===== src/design/ucm_consts.svh =====
// register offsets, field positions, reset values and timing counts
`ifndef UCM_CONSTS_SVH
`define UCM_CONSTS_SVH

`define UCM_OFF_CMD 8'h00
`define UCM_OFF_MODE 8'h04
`define UCM_OFF_IRQ_SET 8'h08
`define UCM_OFF_IRQ_CLR 8'h0c
`define UCM_OFF_IRQ_STATE 8'h10
`define UCM_OFF_FLAGS 8'h14
`define UCM_OFF_RX_HOLD 8'h18
`define UCM_OFF_TX_HOLD 8'h1c
`define UCM_OFF_BAUD 8'h20
`define UCM_OFF_RTO 8'h24
`define UCM_OFF_GUARD 8'h28
`define UCM_OFF_LIN_MODE 8'h54
`define UCM_OFF_LIN_ID 8'h58
`define UCM_OFF_LOCK_MODE 8'he4
`define UCM_OFF_LOCK_STAT 8'he8
`define UCM_OFF_REVISION 8'hfc

// command strobe bits
`define UCM_CMD_RX_RESET 2
`define UCM_CMD_TX_RESET 3
`define UCM_CMD_RX_ON 4
`define UCM_CMD_RX_OFF 5
`define UCM_CMD_TX_ON 6
`define UCM_CMD_TX_OFF 7
`define UCM_CMD_FLAGS_CLEAR 8
`define UCM_CMD_BREAK_START 9
`define UCM_CMD_BREAK_STOP 10
`define UCM_CMD_COUNTDOWN_RESTART 11
`define UCM_CMD_ADDRESS_NEXT 12
`define UCM_CMD_NEG_ACK_CLEAR 14
`define UCM_CMD_TIMEOUT_REARM 15
`define UCM_CMD_LINE_LOW 18
`define UCM_CMD_LINE_HIGH 19
`define UCM_CMD_LIN_ABORT 20
`define UCM_CMD_LIN_WAKE 21

// mode fields
`define UCM_MODE_SEL_LSB 0
`define UCM_CLK_SRC_LSB 4
`define UCM_CHAR_LEN_LSB 6
`define UCM_MODE_NINE_BIT 17
`define UCM_MODE_CLK_DRIVE 18
`define UCM_MODE_OVER8 19
`define UCM_MODE_NEG_ACK_FLAG_INHIBIT 20
`define UCM_MODE_SPI_MASTER 4'he
`define UCM_CLK_SRC_EXT 2'h3
`define UCM_PAR_LSB 9
`define UCM_PAR_MULTIDROP 2'h3

// flags register bits
`define UCM_FLG_BREAK_RX 2
`define UCM_FLG_OVERRUN 5
`define UCM_FLG_FRAMING 6
`define UCM_FLG_PARITY 7
`define UCM_FLG_TIMEOUT 8
`define UCM_FLG_NEG_ACK 13
`define UCM_FLG_LIN_DONE 15
`define UCM_FLG_ERR_MASK 32'h3e0000e4

// lock mode: enable bit
`define UCM_LOCK_ON_BIT 0

`define UCM_RESET_VAL 32'h00000000
`define UCM_MIN_STOP_BITS 12
`define UCM_WAKE_BITS 8

`endif


===== src/design/ucm_pkg.sv =====
// types shared by the command and mode logic
package ucm_pkg;
  typedef enum logic [1:0] {
    UCM_BRK_IDLE,
    UCM_BRK_WAIT,
    UCM_BRK_SEND,
    UCM_BRK_GUARD
  } ucm_brk_t;
  typedef enum logic [0:0] {
    UCM_WAKE_IDLE,
    UCM_WAKE_SEND
  } ucm_wake_t;
endpackage


===== src/design/ucm_regs.sv =====
// command strobes, mode register and register map of the serial transceiver
`timescale 1ns/100ps
`default_nettype none
`include "ucm_consts.svh"

// What this block does
// - written zero bits in commands do nothing
// - wake strobe sends LIN wakeup
// - abort strobe stops current LIN transfer
// - bit 19 drives line high or releases select
// - bit 18 drives line low or forces select
// - rearm reloads countdown and clears timeout flag
// - bit 14 clears negative acknowledge flag
// - address strobe marks next character as address in multidrop parity
// - restart aborts countdown until next character
// - break stop then guard ones, min 12 bits
// - break start after drain, ignored when breaking
// - flags clear wipes error and break flags
// - tx off beats tx on in same write
// - rx off beats rx on in same write
// - bits 3 and 2 reset tx and rx
// - mode register locked while write lock on
// - mode bit 20 inhibits negative acknowledge
// - mode bit 19 selects 8x or 16x oversampling
// - mode bit 18 drives clock pin unless external
// - mode bit 17 forces nine-bit characters
// - revision register reads implementation value
// - wakeup finish sets LIN transfer done
module ucm_regs #(
  parameter logic [31:0] REVISION = 32'h00000100, // arbitrary value
  parameter int RTO_WIDTH = 17
) (
  input wire logic ref_clk_i,
  input wire logic sys_rst_i,
  input wire logic [7:0] addr_i,
  input wire logic [31:0] wdata_i,
  input wire logic wr_i,
  input wire logic rd_i,
  output logic [31:0] rdata_o,
  input wire logic bit_tick_i,
  input wire logic char_rx_i,
  input wire logic tx_drained_i,
  input wire logic [8:0] err_set_i,
  input wire logic neg_ack_set_i,
  input wire logic [31:0] rx_char_i,
  output logic tx_enabled_o,
  output logic rx_enabled_o,
  output logic tx_reset_o,
  output logic rx_reset_o,
  output logic lin_abort_o,
  output logic send_address_o,
  output logic tx_load_o,
  output logic [8:0] tx_char_o,
  output logic break_line_o,
  output logic handshake_line_o,
  output logic neg_ack_inhibit_o,
  output logic over8_o,
  output logic clock_pin_drive_o,
  output logic nine_bit_chars_o,
  output logic timeout_flag_o
);
  import ucm_pkg::*;

  if (RTO_WIDTH < 1 || RTO_WIDTH > 32) begin : g_bad_rto_width
    $error("RTO_WIDTH out of range");
  end

  // ------------------------------------------------------------
  // register bus decode
  // ------------------------------------------------------------
  logic [31:0] cmd;
  logic [31:0] mode;
  logic [31:0] imask;
  logic [31:0] flags;
  logic [31:0] baud;
  logic [31:0] rto;
  logic [31:0] guard;
  logic [31:0] lin_mode;
  logic [31:0] lin_id;
  logic [31:0] lock_mode;
  logic [31:0] lock_stat;
  logic [RTO_WIDTH-1:0] rto_cnt;
  logic rto_run;
  logic addr_pending;
  logic [31:0] guard_cnt;
  logic [3:0] wake_cnt;
  logic wake_done;
  logic lock_on;
  ucm_brk_t brk_state;
  ucm_wake_t wake_state;

  assign cmd = (wr_i && addr_i == `UCM_OFF_CMD) ? wdata_i : `UCM_RESET_VAL;
  assign lock_on = lock_mode[`UCM_LOCK_ON_BIT];

  always_ff @(posedge ref_clk_i or posedge sys_rst_i) begin
    if (sys_rst_i) begin
      rdata_o <= `UCM_RESET_VAL;
    end else if (rd_i) begin
      if (addr_i == `UCM_OFF_MODE) begin
        rdata_o <= mode;
      end else if (addr_i == `UCM_OFF_IRQ_STATE) begin
        rdata_o <= imask;
      end else if (addr_i == `UCM_OFF_FLAGS) begin
        rdata_o <= flags;
      end else if (addr_i == `UCM_OFF_RX_HOLD) begin
        rdata_o <= rx_char_i;
      end else if (addr_i == `UCM_OFF_BAUD) begin
        rdata_o <= baud;
      end else if (addr_i == `UCM_OFF_RTO) begin
        rdata_o <= rto;
      end else if (addr_i == `UCM_OFF_GUARD) begin
        rdata_o <= guard;
      end else if (addr_i == `UCM_OFF_LIN_MODE) begin
        rdata_o <= lin_mode;
      end else if (addr_i == `UCM_OFF_LIN_ID) begin
        rdata_o <= lin_id;
      end else if (addr_i == `UCM_OFF_LOCK_MODE) begin
        rdata_o <= lock_mode;
      end else if (addr_i == `UCM_OFF_LOCK_STAT) begin
        rdata_o <= lock_stat;
      end else if (addr_i == `UCM_OFF_REVISION) begin
        rdata_o <= REVISION;
      end else begin
        rdata_o <= `UCM_RESET_VAL;
      end
    end else begin
      rdata_o <= `UCM_RESET_VAL;
    end
  end

  // ------------------------------------------------------------
  // plain storage registers
  // ------------------------------------------------------------
  // zero after reset
  always_ff @(posedge ref_clk_i or posedge sys_rst_i) begin
    if (sys_rst_i) begin
      mode <= `UCM_RESET_VAL;
      baud <= `UCM_RESET_VAL;
      rto <= `UCM_RESET_VAL;
      guard <= `UCM_RESET_VAL;
      lin_mode <= `UCM_RESET_VAL;
      lin_id <= `UCM_RESET_VAL;
      lock_mode <= `UCM_RESET_VAL;
      lock_stat <= `UCM_RESET_VAL;
      imask <= `UCM_RESET_VAL;
    end else if (wr_i) begin
      if (addr_i == `UCM_OFF_MODE || addr_i == `UCM_OFF_BAUD || addr_i == `UCM_OFF_RTO ||
          addr_i == `UCM_OFF_GUARD) begin
        if (lock_on) begin
          lock_stat <= {16'h0000, addr_i, 7'h00, 1'b1};
        end else if (addr_i == `UCM_OFF_MODE) begin
          mode <= wdata_i;
        end else if (addr_i == `UCM_OFF_BAUD) begin
          baud <= wdata_i;
        end else if (addr_i == `UCM_OFF_RTO) begin
          rto <= wdata_i;
        end else begin
          guard <= wdata_i;
        end
      end else if (addr_i == `UCM_OFF_LIN_MODE) begin
        lin_mode <= wdata_i;
      end else if (addr_i == `UCM_OFF_LIN_ID) begin
        lin_id <= wdata_i;
      end else if (addr_i == `UCM_OFF_LOCK_MODE) begin
        lock_mode <= wdata_i;
        lock_stat <= `UCM_RESET_VAL;
      end else if (addr_i == `UCM_OFF_IRQ_SET) begin
        imask <= imask | wdata_i;
      end else if (addr_i == `UCM_OFF_IRQ_CLR) begin
        imask <= imask & ~wdata_i;
      end
    end
  end

  // ------------------------------------------------------------
  // mode outputs
  // ------------------------------------------------------------
  // neg_ack_flag inhibit
  assign neg_ack_inhibit_o = mode[`UCM_MODE_NEG_ACK_FLAG_INHIBIT];
  assign over8_o = mode[`UCM_MODE_OVER8];
  assign clock_pin_drive_o = mode[`UCM_MODE_CLK_DRIVE] && (mode[5:4] != `UCM_CLK_SRC_EXT);
  assign nine_bit_chars_o = mode[`UCM_MODE_NINE_BIT];

  // ------------------------------------------------------------
  // enables and resets
  // ------------------------------------------------------------
  always_ff @(posedge ref_clk_i or posedge sys_rst_i) begin
    if (sys_rst_i) begin
      tx_enabled_o <= 1'b0;
      rx_enabled_o <= 1'b0;
    end else begin
      if (cmd[`UCM_CMD_TX_OFF]) begin
        tx_enabled_o <= 1'b0;
      end else if (cmd[`UCM_CMD_TX_ON]) begin
        tx_enabled_o <= 1'b1;
      end
      if (cmd[`UCM_CMD_RX_OFF]) begin
        rx_enabled_o <= 1'b0;
      end else if (cmd[`UCM_CMD_RX_ON]) begin
        rx_enabled_o <= 1'b1;
      end
    end
  end

  assign tx_reset_o = cmd[`UCM_CMD_TX_RESET];
  assign rx_reset_o = cmd[`UCM_CMD_RX_RESET];
  assign lin_abort_o = cmd[`UCM_CMD_LIN_ABORT];

  // ------------------------------------------------------------
  // handshake line / select
  // ------------------------------------------------------------
  always_ff @(posedge ref_clk_i or posedge sys_rst_i) begin
    if (sys_rst_i) begin
      handshake_line_o <= 1'b0;
    end else if (cmd[`UCM_CMD_LINE_HIGH]) begin
      handshake_line_o <= 1'b1;
    // low, select forced in spi master
    end else if (cmd[`UCM_CMD_LINE_LOW]) begin
      handshake_line_o <= 1'b0;
    end
  end

  // ------------------------------------------------------------
  // transmit holding and address marking
  // ------------------------------------------------------------
  always_ff @(posedge ref_clk_i or posedge sys_rst_i) begin
    if (sys_rst_i) begin
      addr_pending <= 1'b0;
      tx_load_o <= 1'b0;
      tx_char_o <= 9'h000;
      send_address_o <= 1'b0;
    end else begin
      tx_load_o <= wr_i && addr_i == `UCM_OFF_TX_HOLD;
      if (wr_i && addr_i == `UCM_OFF_TX_HOLD) begin
        tx_char_o <= wdata_i[8:0];
        send_address_o <= addr_pending;
        addr_pending <= 1'b0;
      end else if (cmd[`UCM_CMD_ADDRESS_NEXT] && mode[`UCM_PAR_LSB+2 -: 2] == `UCM_PAR_MULTIDROP) begin
        addr_pending <= 1'b1;
      end
    end
  end

  // ------------------------------------------------------------
  // break sequencer
  // ------------------------------------------------------------
  always_ff @(posedge ref_clk_i or posedge sys_rst_i) begin
    if (sys_rst_i) begin
      brk_state <= UCM_BRK_IDLE;
      guard_cnt <= 32'h00000000;
    end else begin
      case (brk_state)
        UCM_BRK_IDLE: begin
          if (cmd[`UCM_CMD_BREAK_START]) begin
            brk_state <= UCM_BRK_WAIT;
          end
        end
        UCM_BRK_WAIT: begin
          if (cmd[`UCM_CMD_BREAK_STOP]) begin
            brk_state <= UCM_BRK_IDLE;
          end else if (tx_drained_i) begin
            brk_state <= UCM_BRK_SEND;
          end
        end
        UCM_BRK_SEND: begin
          if (cmd[`UCM_CMD_BREAK_STOP]) begin
            brk_state <= UCM_BRK_GUARD;
            guard_cnt <= (guard > 32'(`UCM_MIN_STOP_BITS)) ? guard : 32'(`UCM_MIN_STOP_BITS);
          end
        end
        default: begin
          if (bit_tick_i) begin
            if (guard_cnt <= 32'h00000001) begin
              brk_state <= UCM_BRK_IDLE;
            end
            guard_cnt <= guard_cnt - 32'h00000001;
          end
        end
      endcase
    end
  end

  // ------------------------------------------------------------
  // LIN wakeup
  // ------------------------------------------------------------
  always_ff @(posedge ref_clk_i or posedge sys_rst_i) begin
    if (sys_rst_i) begin
      wake_state <= UCM_WAKE_IDLE;
      wake_cnt <= 4'h0;
      wake_done <= 1'b0;
    end else begin
      wake_done <= 1'b0;
      case (wake_state)
        UCM_WAKE_IDLE: begin
          if (cmd[`UCM_CMD_LIN_WAKE]) begin
            wake_state <= UCM_WAKE_SEND;
            wake_cnt <= 4'h0;
          end
        end
        default: begin
          if (cmd[`UCM_CMD_LIN_ABORT]) begin
            wake_state <= UCM_WAKE_IDLE;
          end else if (bit_tick_i) begin
            if (wake_cnt == 4'(`UCM_WAKE_BITS - 1)) begin
              wake_state <= UCM_WAKE_IDLE;
              wake_done <= 1'b1;
            end
            wake_cnt <= wake_cnt + 4'h1;
          end
        end
      endcase
    end
  end

  // dominant while breaking or waking
  assign break_line_o = (brk_state == UCM_BRK_SEND) || (wake_state == UCM_WAKE_SEND);

  // ------------------------------------------------------------
  // receive time-out counter
  // ------------------------------------------------------------
  always_ff @(posedge ref_clk_i or posedge sys_rst_i) begin
    if (sys_rst_i) begin
      rto_cnt <= '0;
      rto_run <= 1'b0;
    end else if (cmd[`UCM_CMD_TIMEOUT_REARM]) begin
      rto_cnt <= rto[RTO_WIDTH-1:0];
      rto_run <= rto[RTO_WIDTH-1:0] != '0;
    end else if (cmd[`UCM_CMD_COUNTDOWN_RESTART]) begin
      rto_run <= 1'b0;
    end else if (char_rx_i) begin
      rto_cnt <= rto[RTO_WIDTH-1:0];
      rto_run <= rto[RTO_WIDTH-1:0] != '0;
    end else if (rto_run && bit_tick_i) begin
      rto_cnt <= rto_cnt - 1'b1;
      if (rto_cnt <= 1) begin
        rto_run <= 1'b0;
      end
    end
  end

  // ------------------------------------------------------------
  // status flags: set wins over clear, except that rearm or restart beats a timeout
  // ------------------------------------------------------------
  logic timeout_hit;
  assign timeout_hit = rto_run && bit_tick_i && rto_cnt == 1 && !cmd[`UCM_CMD_TIMEOUT_REARM] &&
                       !cmd[`UCM_CMD_COUNTDOWN_RESTART] && !char_rx_i;
  logic [31:0] err_set_vec;
  assign err_set_vec = {2'b00, err_set_i[8:4], 17'h00000, err_set_i[3:1], 2'b00, err_set_i[0], 2'b00};

  always_ff @(posedge ref_clk_i or posedge sys_rst_i) begin
    if (sys_rst_i) begin
      flags <= `UCM_RESET_VAL;
    end else begin
      flags <= ((flags & ~(cmd[`UCM_CMD_FLAGS_CLEAR] ? `UCM_FLG_ERR_MASK : 32'h0)) | err_set_vec);
      if (timeout_hit) begin
        flags[`UCM_FLG_TIMEOUT] <= 1'b1;
      end else if (cmd[`UCM_CMD_TIMEOUT_REARM] || cmd[`UCM_CMD_COUNTDOWN_RESTART]) begin
        flags[`UCM_FLG_TIMEOUT] <= 1'b0;
      end
      if (neg_ack_set_i && !mode[`UCM_MODE_NEG_ACK_FLAG_INHIBIT]) begin
        flags[`UCM_FLG_NEG_ACK] <= 1'b1;
      end else if (cmd[`UCM_CMD_NEG_ACK_CLEAR]) begin
        flags[`UCM_FLG_NEG_ACK] <= 1'b0;
      end
      if (wake_done) begin
        flags[`UCM_FLG_LIN_DONE] <= 1'b1;
      end else if (cmd[`UCM_CMD_FLAGS_CLEAR]) begin
        flags[`UCM_FLG_LIN_DONE] <= 1'b0;
      end
    end
  end

  assign timeout_flag_o = flags[`UCM_FLG_TIMEOUT];

  // ------------------------------------------------------------
  // checks
  // ------------------------------------------------------------
  tx_off_wins_a: assert property (@(posedge ref_clk_i) disable iff (sys_rst_i)
    cmd[`UCM_CMD_TX_OFF] |=> !tx_enabled_o) else $error("tx enabled after off");
  rx_off_wins_a: assert property (@(posedge ref_clk_i) disable iff (sys_rst_i)
    cmd[`UCM_CMD_RX_OFF] |=> !rx_enabled_o) else $error("rx enabled after off");
  mode_locked_a: assert property (@(posedge ref_clk_i) disable iff (sys_rst_i)
    (wr_i && addr_i == `UCM_OFF_MODE && lock_on) |=> $stable(mode)) else $error("locked mode changed");
  cmd_reads_zero_a: assert property (@(posedge ref_clk_i) disable iff (sys_rst_i)
    (rd_i && addr_i == `UCM_OFF_CMD) |=> rdata_o == 32'h0) else $error("command read nonzero");
  rearm_clears_a: assert property (@(posedge ref_clk_i) disable iff (sys_rst_i)
    cmd[`UCM_CMD_TIMEOUT_REARM] |=> !timeout_flag_o) else $error("timeout not cleared");
  neg_ack_flag_clear_a: assert property (@(posedge ref_clk_i) disable iff (sys_rst_i)
    (cmd[`UCM_CMD_NEG_ACK_CLEAR] && !neg_ack_set_i) |=> !flags[`UCM_FLG_NEG_ACK]) else $error("neg_ack_flag kept");
  err_clear_a: assert property (@(posedge ref_clk_i) disable iff (sys_rst_i)
    (cmd[`UCM_CMD_FLAGS_CLEAR] && err_set_i == 9'h0) |=> (flags & `UCM_FLG_ERR_MASK) == 32'h0)
    else $error("error flags kept");
  wake_done_a: assert property (@(posedge ref_clk_i) disable iff (sys_rst_i)
    wake_done |=> flags[`UCM_FLG_LIN_DONE]) else $error("lin done not set");
  break_start_a: assert property (@(posedge ref_clk_i) disable iff (sys_rst_i)
    (brk_state == UCM_BRK_IDLE && cmd[`UCM_CMD_BREAK_START]) |=> brk_state == UCM_BRK_WAIT)
    else $error("break not armed");
  revision_read_a: assert property (@(posedge ref_clk_i) disable iff (sys_rst_i)
    (rd_i && addr_i == `UCM_OFF_REVISION) |=> rdata_o == REVISION) else $error("bad revision");
endmodule
`default_nettype wire


===== config.mk =====
export PLATFORM = sky130hd
export DESIGN_NAME = ucm_regs
export DESIGN_NICKNAME = d
export VERILOG_FILES = /design/src/design/ucm_pkg.sv /design/src/design/ucm_regs.sv
export VERILOG_INCLUDE_DIRS = /design/src /design/src/design
export SDC_FILE = /design/constraint.sdc
export NUM_CORES = 1
export LEC_CHECK = 0
export BUFFER_PORTS_ARGS = -buffer_cell sky130_fd_sc_hd__buf_2
export CORE_AREA = 2 2 178 180
export CTS_CLUSTER_DIAMETER = 200
export DETAILED_ROUTE_END_ITERATION = 16
export DIE_AREA = 0 0 180 182
export GPL_TIMING_DRIVEN = 1
export PLACE_DENSITY = 0.79
export RECOVER_POWER = 100
export SKIP_LAST_GASP = 1
export SYNTH_ARGS = -nofsm -noshare
export SYNTH_HDL_FRONTEND = slang
export SYNTH_SLANG_ARGS = --single-unit

===== constraint.sdc =====
create_clock -name ref_clk_i -period 16.7 [get_ports ref_clk_i]
set_input_delay 2.505 -clock ref_clk_i [delete_from_list [all_inputs] [get_ports ref_clk_i]]
set_output_delay 2.505 -clock ref_clk_i [all_outputs]
set_load 0.01 [all_outputs]

Word level (Yosys, flattened, before mapping) --
Cells that the tools add are included. Widths: inputs -> output; s select.
Word-level totals: word-level logic and storage cells 195, bits in registers 425, output and inout bits 55
Cells by class: bitwise operators 15, magnitude comparators 3, equal/unequal tests 30, add/subtract/negate cells 3, reductions and logical operators 50, mux-type cells 69
Operators by type and width (number):
- $mux 32 | 22
- $mux 17 | 4
- $and 32x32->32 | 2
- $pmux 32 s2 | 1
- $eq 8x5->1 const B | 4
- $gt 32x4->1 const B | 1
- $le 32x1->1 const B | 1
- $not 30->32 | 1
- $not 32->32 | 1
- $or 32x30->32 | 1
- $or 32x32->32 | 1
- $sub 32x1->32 const B | 1
- $mux 30 | 1
- $mux 1 | 28
- $eq 8x6->1 const B | 3
- $eq 8x8->1 const B | 3
- $mux 22 | 1
- $reduce_and 5->1 | 4
- $reduce_and 6->1 | 3
- $eq 17x1->1 const B | 1
- $le 17x1->1 const B | 1
- $reduce_bool 17->1 | 1
- $sub 17x1->17 const B | 1
- $eq 8x4->1 const B | 2
- 26 further kinds | 81

Depth between registers and ports, before layout --
word-level depth 14, mapped depth 9

Least setup slack after synthesis --
Ideal clock, no wire load.
path kind in2out, from input addr_i[3], to output rx_reset_o, slack 10.099 ns, data required time 14.195 ns, data arrival time 4.096 ns, stages on the path 6, cell sequence buf_2 > or4_1 > buf_2 > nor3_4 > clkbuf_1 > and2_1
Between the ends: longest elaborated chain between the ends 3
Ends and longest elaborated chain:
- from (decl) | line ucm_regs.sv:35 | input wire logic [7:0] addr_i,
- $logic_not 8->1 (no line)
- $logic_and 1x1->1 (no line)
- $mux 22 (no line)
- to (decl) | line ucm_regs.sv:49 | output logic rx_reset_o,
Every way passes these cells.

==> summary.md <==
• run status: complete, but fails checks
• violations in the final reports: capacitance limit, slew limit
• post-CTS resize count: 0
• critical path cell sequence: buf_2 > clkinvlp_2 > clkbuf_1
• Syn Inst Count: 1,649
• cell with the biggest individual delay on the critical path: sky130_fd_sc_hd__clkinvlp_2
• quantity of hold-fixing buffers added after cts: 0
• switching share of power: 27.0%
• total power divided by cell area: 106 mW/mm^2
• post-route minimum period: 9.55 ns
• kind of critical path: primary input to asynchronous set/reset pin
• clock network latency to the later pin of the worst-skew pair: 0.54 ns
• Synth Flop Type: sky130_fd_sc_hd__dfrtp_1
• maximum number of pins on one net before global-route repair: 169
• routed length per placed instance: 25.5 microns
• count of H-tree levels built during CTS: 2
• max capacitance violation total: 16
• switching power of the nets: 0.585 mW
• number of setup buffers added after CTS: 0
• area fraction of the dominant cell type after synthesis: 52.1%
• clock tree from TritonCTS: done
• data required time of the worst path: 16.37 ns
• number of endpoints with negative hold slack in the final report: 0
• placeable core area: 0.0310 sq mm
• initial antenna violation count: 3
• final critical-path share of the clock period: 57.2%
• count of unresolved DRC violations after routing: 0
• data arrival time at the worst-slack endpoint: 9.22 ns
• largest fanout on the critical path: 136
• Root Buffer: sky130_fd_sc_hd__clkbuf_16
• Yosys top cell by area: sky130_fd_sc_hd__dfrtp_1
• unrepaired setup endpoints after global routing: no
• layer with the highest usage after global routing: met2
• flip-flop and latch count after synthesis: 382
• All-Layer GR Usage: 33.7%
• cell count of the worst reg-to-reg path: 4
• number of optimization iterations in the first detailed-route pass: 7
• RePlAce Congestion: 0.970
• CP startpoint kind: primary input
• die width: 180 microns
• Num Clock Sinks: 382
• Max clock buf depth: 3
• average instance area after synthesis: 11.1 sq um
• Detailed Route Iter0 Violations: 1,706
• fill cell instance count of the final layout: 2,305
• Pins Over Slew Limit: 610
• Post-synth EDFFs: 0
• largest voltage drop on the vdd net: 0.0891 mV
• post-DR vias/cell: 6.92
• M1 GR Usage: 44.9%
• share of total power in combinational logic: 12.4%
• Async S/R FF share, synth: 100%
• num rows: 65
• total clock buffers created by CTS: 41
• layout cells sized above 1: 24.4%
• netlist area before placement: 0.0183 sq mm
• internal power component: 1.58 mW
• FMAX: 105 MHz
• Mapped Nets: 1,743
• via count of the first global-routing pass: 14,900
• count of synthesis-stage warnings from yosys: 0
• delay of the slowest critical-path stage: 3.28 ns
• worst min-delay path class: flop to flop
• clock skew after layout: 0.0164 ns
• setup-violating endpoint count in the final report: 0
• sequential group share of total power: 47.3%
• IO Port Bufs: 143
• overall die height: 182 microns
• headroom to the max-slew limit: -301%
• leading cell type in the layout, fill and taps excluded: sky130_fd_sc_hd__dfrtp_1
• Clk network pwr share: 40.4%
• top area cells in the synthesized netlist: sky130_fd_sc_hd__dfrtp_1, sky130_fd_sc_hd__mux2_2, sky130_fd_sc_hd__a21oi_1
• Core Util, Final: 66.0%
• Vias: 15,000
• initial cell density of the core: 59.2%
• detailed placement HPWL: 36,200 microns
• type of destination of the critical path: asynchronous set/reset pin
• most frequent cells in the layout: sky130_fd_sc_hd__dfrtp_1, sky130_fd_sc_hd__mux2_2, sky130_fd_sc_hd__nand2_1, sky130_fd_sc_hd__a21oi_1, sky130_fd_sc_hd__o21ai_0
• overflow left after global routing: 0
• synth unique cells: 80
• met3 global-route usage: 8.80%
• Worst Tran Pin Value: 5.98 ns
• residual antenna-violating net count after detailed routing: 0
• area overhead of the layout relative to synthesis: 11.4%
• Final Net Count: 1,829
• full die area: 0.0328 sq mm
• num ports: 144
• number of cells on the worst hold path: 1
• sum of routed wire length over all layers: 55,300 microns
• standby leakage power: 9.38 nW
• share of synthesized area occupied by flip-flops and latches: 52.1%
• global-route wire length before repair: 85,800 microns
• Clock transition at path regs: 0.06 ns
• met2 demand-to-capacity share in global routing: 51.2%
• setup total negative slack: 0 ns
-- sequential cells by signal, summed over array words and instances, names as in the netlist, 17 cells and up, named ones only --
name       count
rto           32
rto_cnt       17
mode          32
baud          32
rdata_o       32
guard_cnt     32
lock_mode     32
guard         32
lin_mode      32
lin_id        32
-- path summary, 6_finish.rpt --
kind,endpoint,start,slack (ns)
max in group ref_clk_i,lin_abort_o,addr_i[3],9.00
setup reg to reg,mode[28],lock_mode[0],13.70
hold / removal,flags[27],flags[27],0.48
hold reg to reg,flags[27],flags[27],0.48
setup / recovery,asynchronous set/reset pin,sys_rst_i,7.15
min in group asynchronous,rto_cnt[10],sys_rst_i,3.82
-- routing by layer --
layer | wire [microns] | vias up
li1 | - | 6355
met1 | 21500 | 7546
met2 | 25100 | 900
met3 | 6010 | 206
met4 | 2670 | 0
met5 | 0 | -
-- worst max-delay path: cells and delay by family --
family   cells  cell delay [ns]
buf+inv      3             6.48
-- logic make-up (layout without fill, tap and decap cells) --
group	count (synthesis)	after routing	synth area share (%)
xor+xnor	2	2	0.0955
fa+ha+maj	5	5	0.341
simple gates	388	388	10.9
other cells	0	3	0
mux	269	269	16.4
buf+inv	154	268	3.33
compound gates	449	449	16.8
flops	382	382	52.1
-- cells in the mapped netlist, types with 6 or more instances --
| cell type | number |
|---|---|
| sky130_fd_sc_hd__a2111oi_0 | 7 |
| sky130_fd_sc_hd__a21o_1 | 12 |
| sky130_fd_sc_hd__a21oi_1 | 101 |
| sky130_fd_sc_hd__a221o_1 | 6 |
| sky130_fd_sc_hd__a221oi_1 | 15 |
| sky130_fd_sc_hd__a22o_1 | 20 |
| sky130_fd_sc_hd__a22oi_1 | 29 |
| sky130_fd_sc_hd__a2bb2oi_1 | 10 |
| sky130_fd_sc_hd__a31oi_1 | 12 |
| sky130_fd_sc_hd__and2_1 | 10 |
| sky130_fd_sc_hd__and3_1 | 7 |
| sky130_fd_sc_hd__buf_2 | 26 |
| sky130_fd_sc_hd__clkbuf_1 | 101 |
| sky130_fd_sc_hd__dfrtp_1 | 382 |
| sky130_fd_sc_hd__inv_1 | 24 |
| sky130_fd_sc_hd__mux2_2 | 256 |
| sky130_fd_sc_hd__mux2i_1 | 9 |
| sky130_fd_sc_hd__nand2_1 | 134 |
| sky130_fd_sc_hd__nand2b_1 | 19 |
| sky130_fd_sc_hd__nand3_1 | 26 |
| sky130_fd_sc_hd__nand4_1 | 14 |
| sky130_fd_sc_hd__nor2_1 | 56 |
| sky130_fd_sc_hd__nor2b_1 | 12 |
| sky130_fd_sc_hd__nor3_1 | 34 |
| sky130_fd_sc_hd__nor4_1 | 27 |
| sky130_fd_sc_hd__o211ai_1 | 9 |
| sky130_fd_sc_hd__o21ai_0 | 94 |
| sky130_fd_sc_hd__o221ai_1 | 31 |
| sky130_fd_sc_hd__o22a_1 | 9 |
| sky130_fd_sc_hd__o22ai_1 | 16 |
| sky130_fd_sc_hd__o2bb2ai_1 | 10 |
| sky130_fd_sc_hd__o31ai_1 | 10 |
| sky130_fd_sc_hd__or3_1 | 7 |
| sky130_fd_sc_hd__or4_1 | 9 |
-- stage by stage --
step	cells	power (mW)	instance area, sq um	hold WS [ns]	worst slack, ns
3_3_place_gp	2094	1.29	19400	0.460	9.57
5_1_grt	2167	2.24	20400	0.489	5.68
6_report	2168	2.16	20400	0.478	7.15
4_1_cts	2165	2.16	20600	0.480	9.57
3_5_place_dp	2094	1.30	19400	0.466	9.58
2_1_floorplan	1649	1.21	18300	0.404	3.58
-- area by class of cell --
class | instances | area, sq um | area share (%)
flip-flops and latches | 382 | 9560 | 46.8
multi-input cells | 1113 | 8170 | 40.0
clock buffers | 61 | 1220 | 5.99
repair buffers | 172 | 817 | 4.00
well taps | 402 | 503 | 2.46
inverters | 25 | 95.1 | 0.465
clock inverters | 10 | 61.3 | 0.300
diodes | 3 | 7.51 | 0.0367
-- power by group through the flow --
stage	combinational [mW]	clock, mW	sequential, mW
final	0.268	0.874	1.02
after global routing	0.295	0.915	1.03
after CTS	0.266	0.876	1.02
after detailed placement	0.265	0	1.04
after global placement	0.256	0	1.03
after floorplan	0.189	0	1.02
Note: power is estimated with default switching activity, not from simulation.
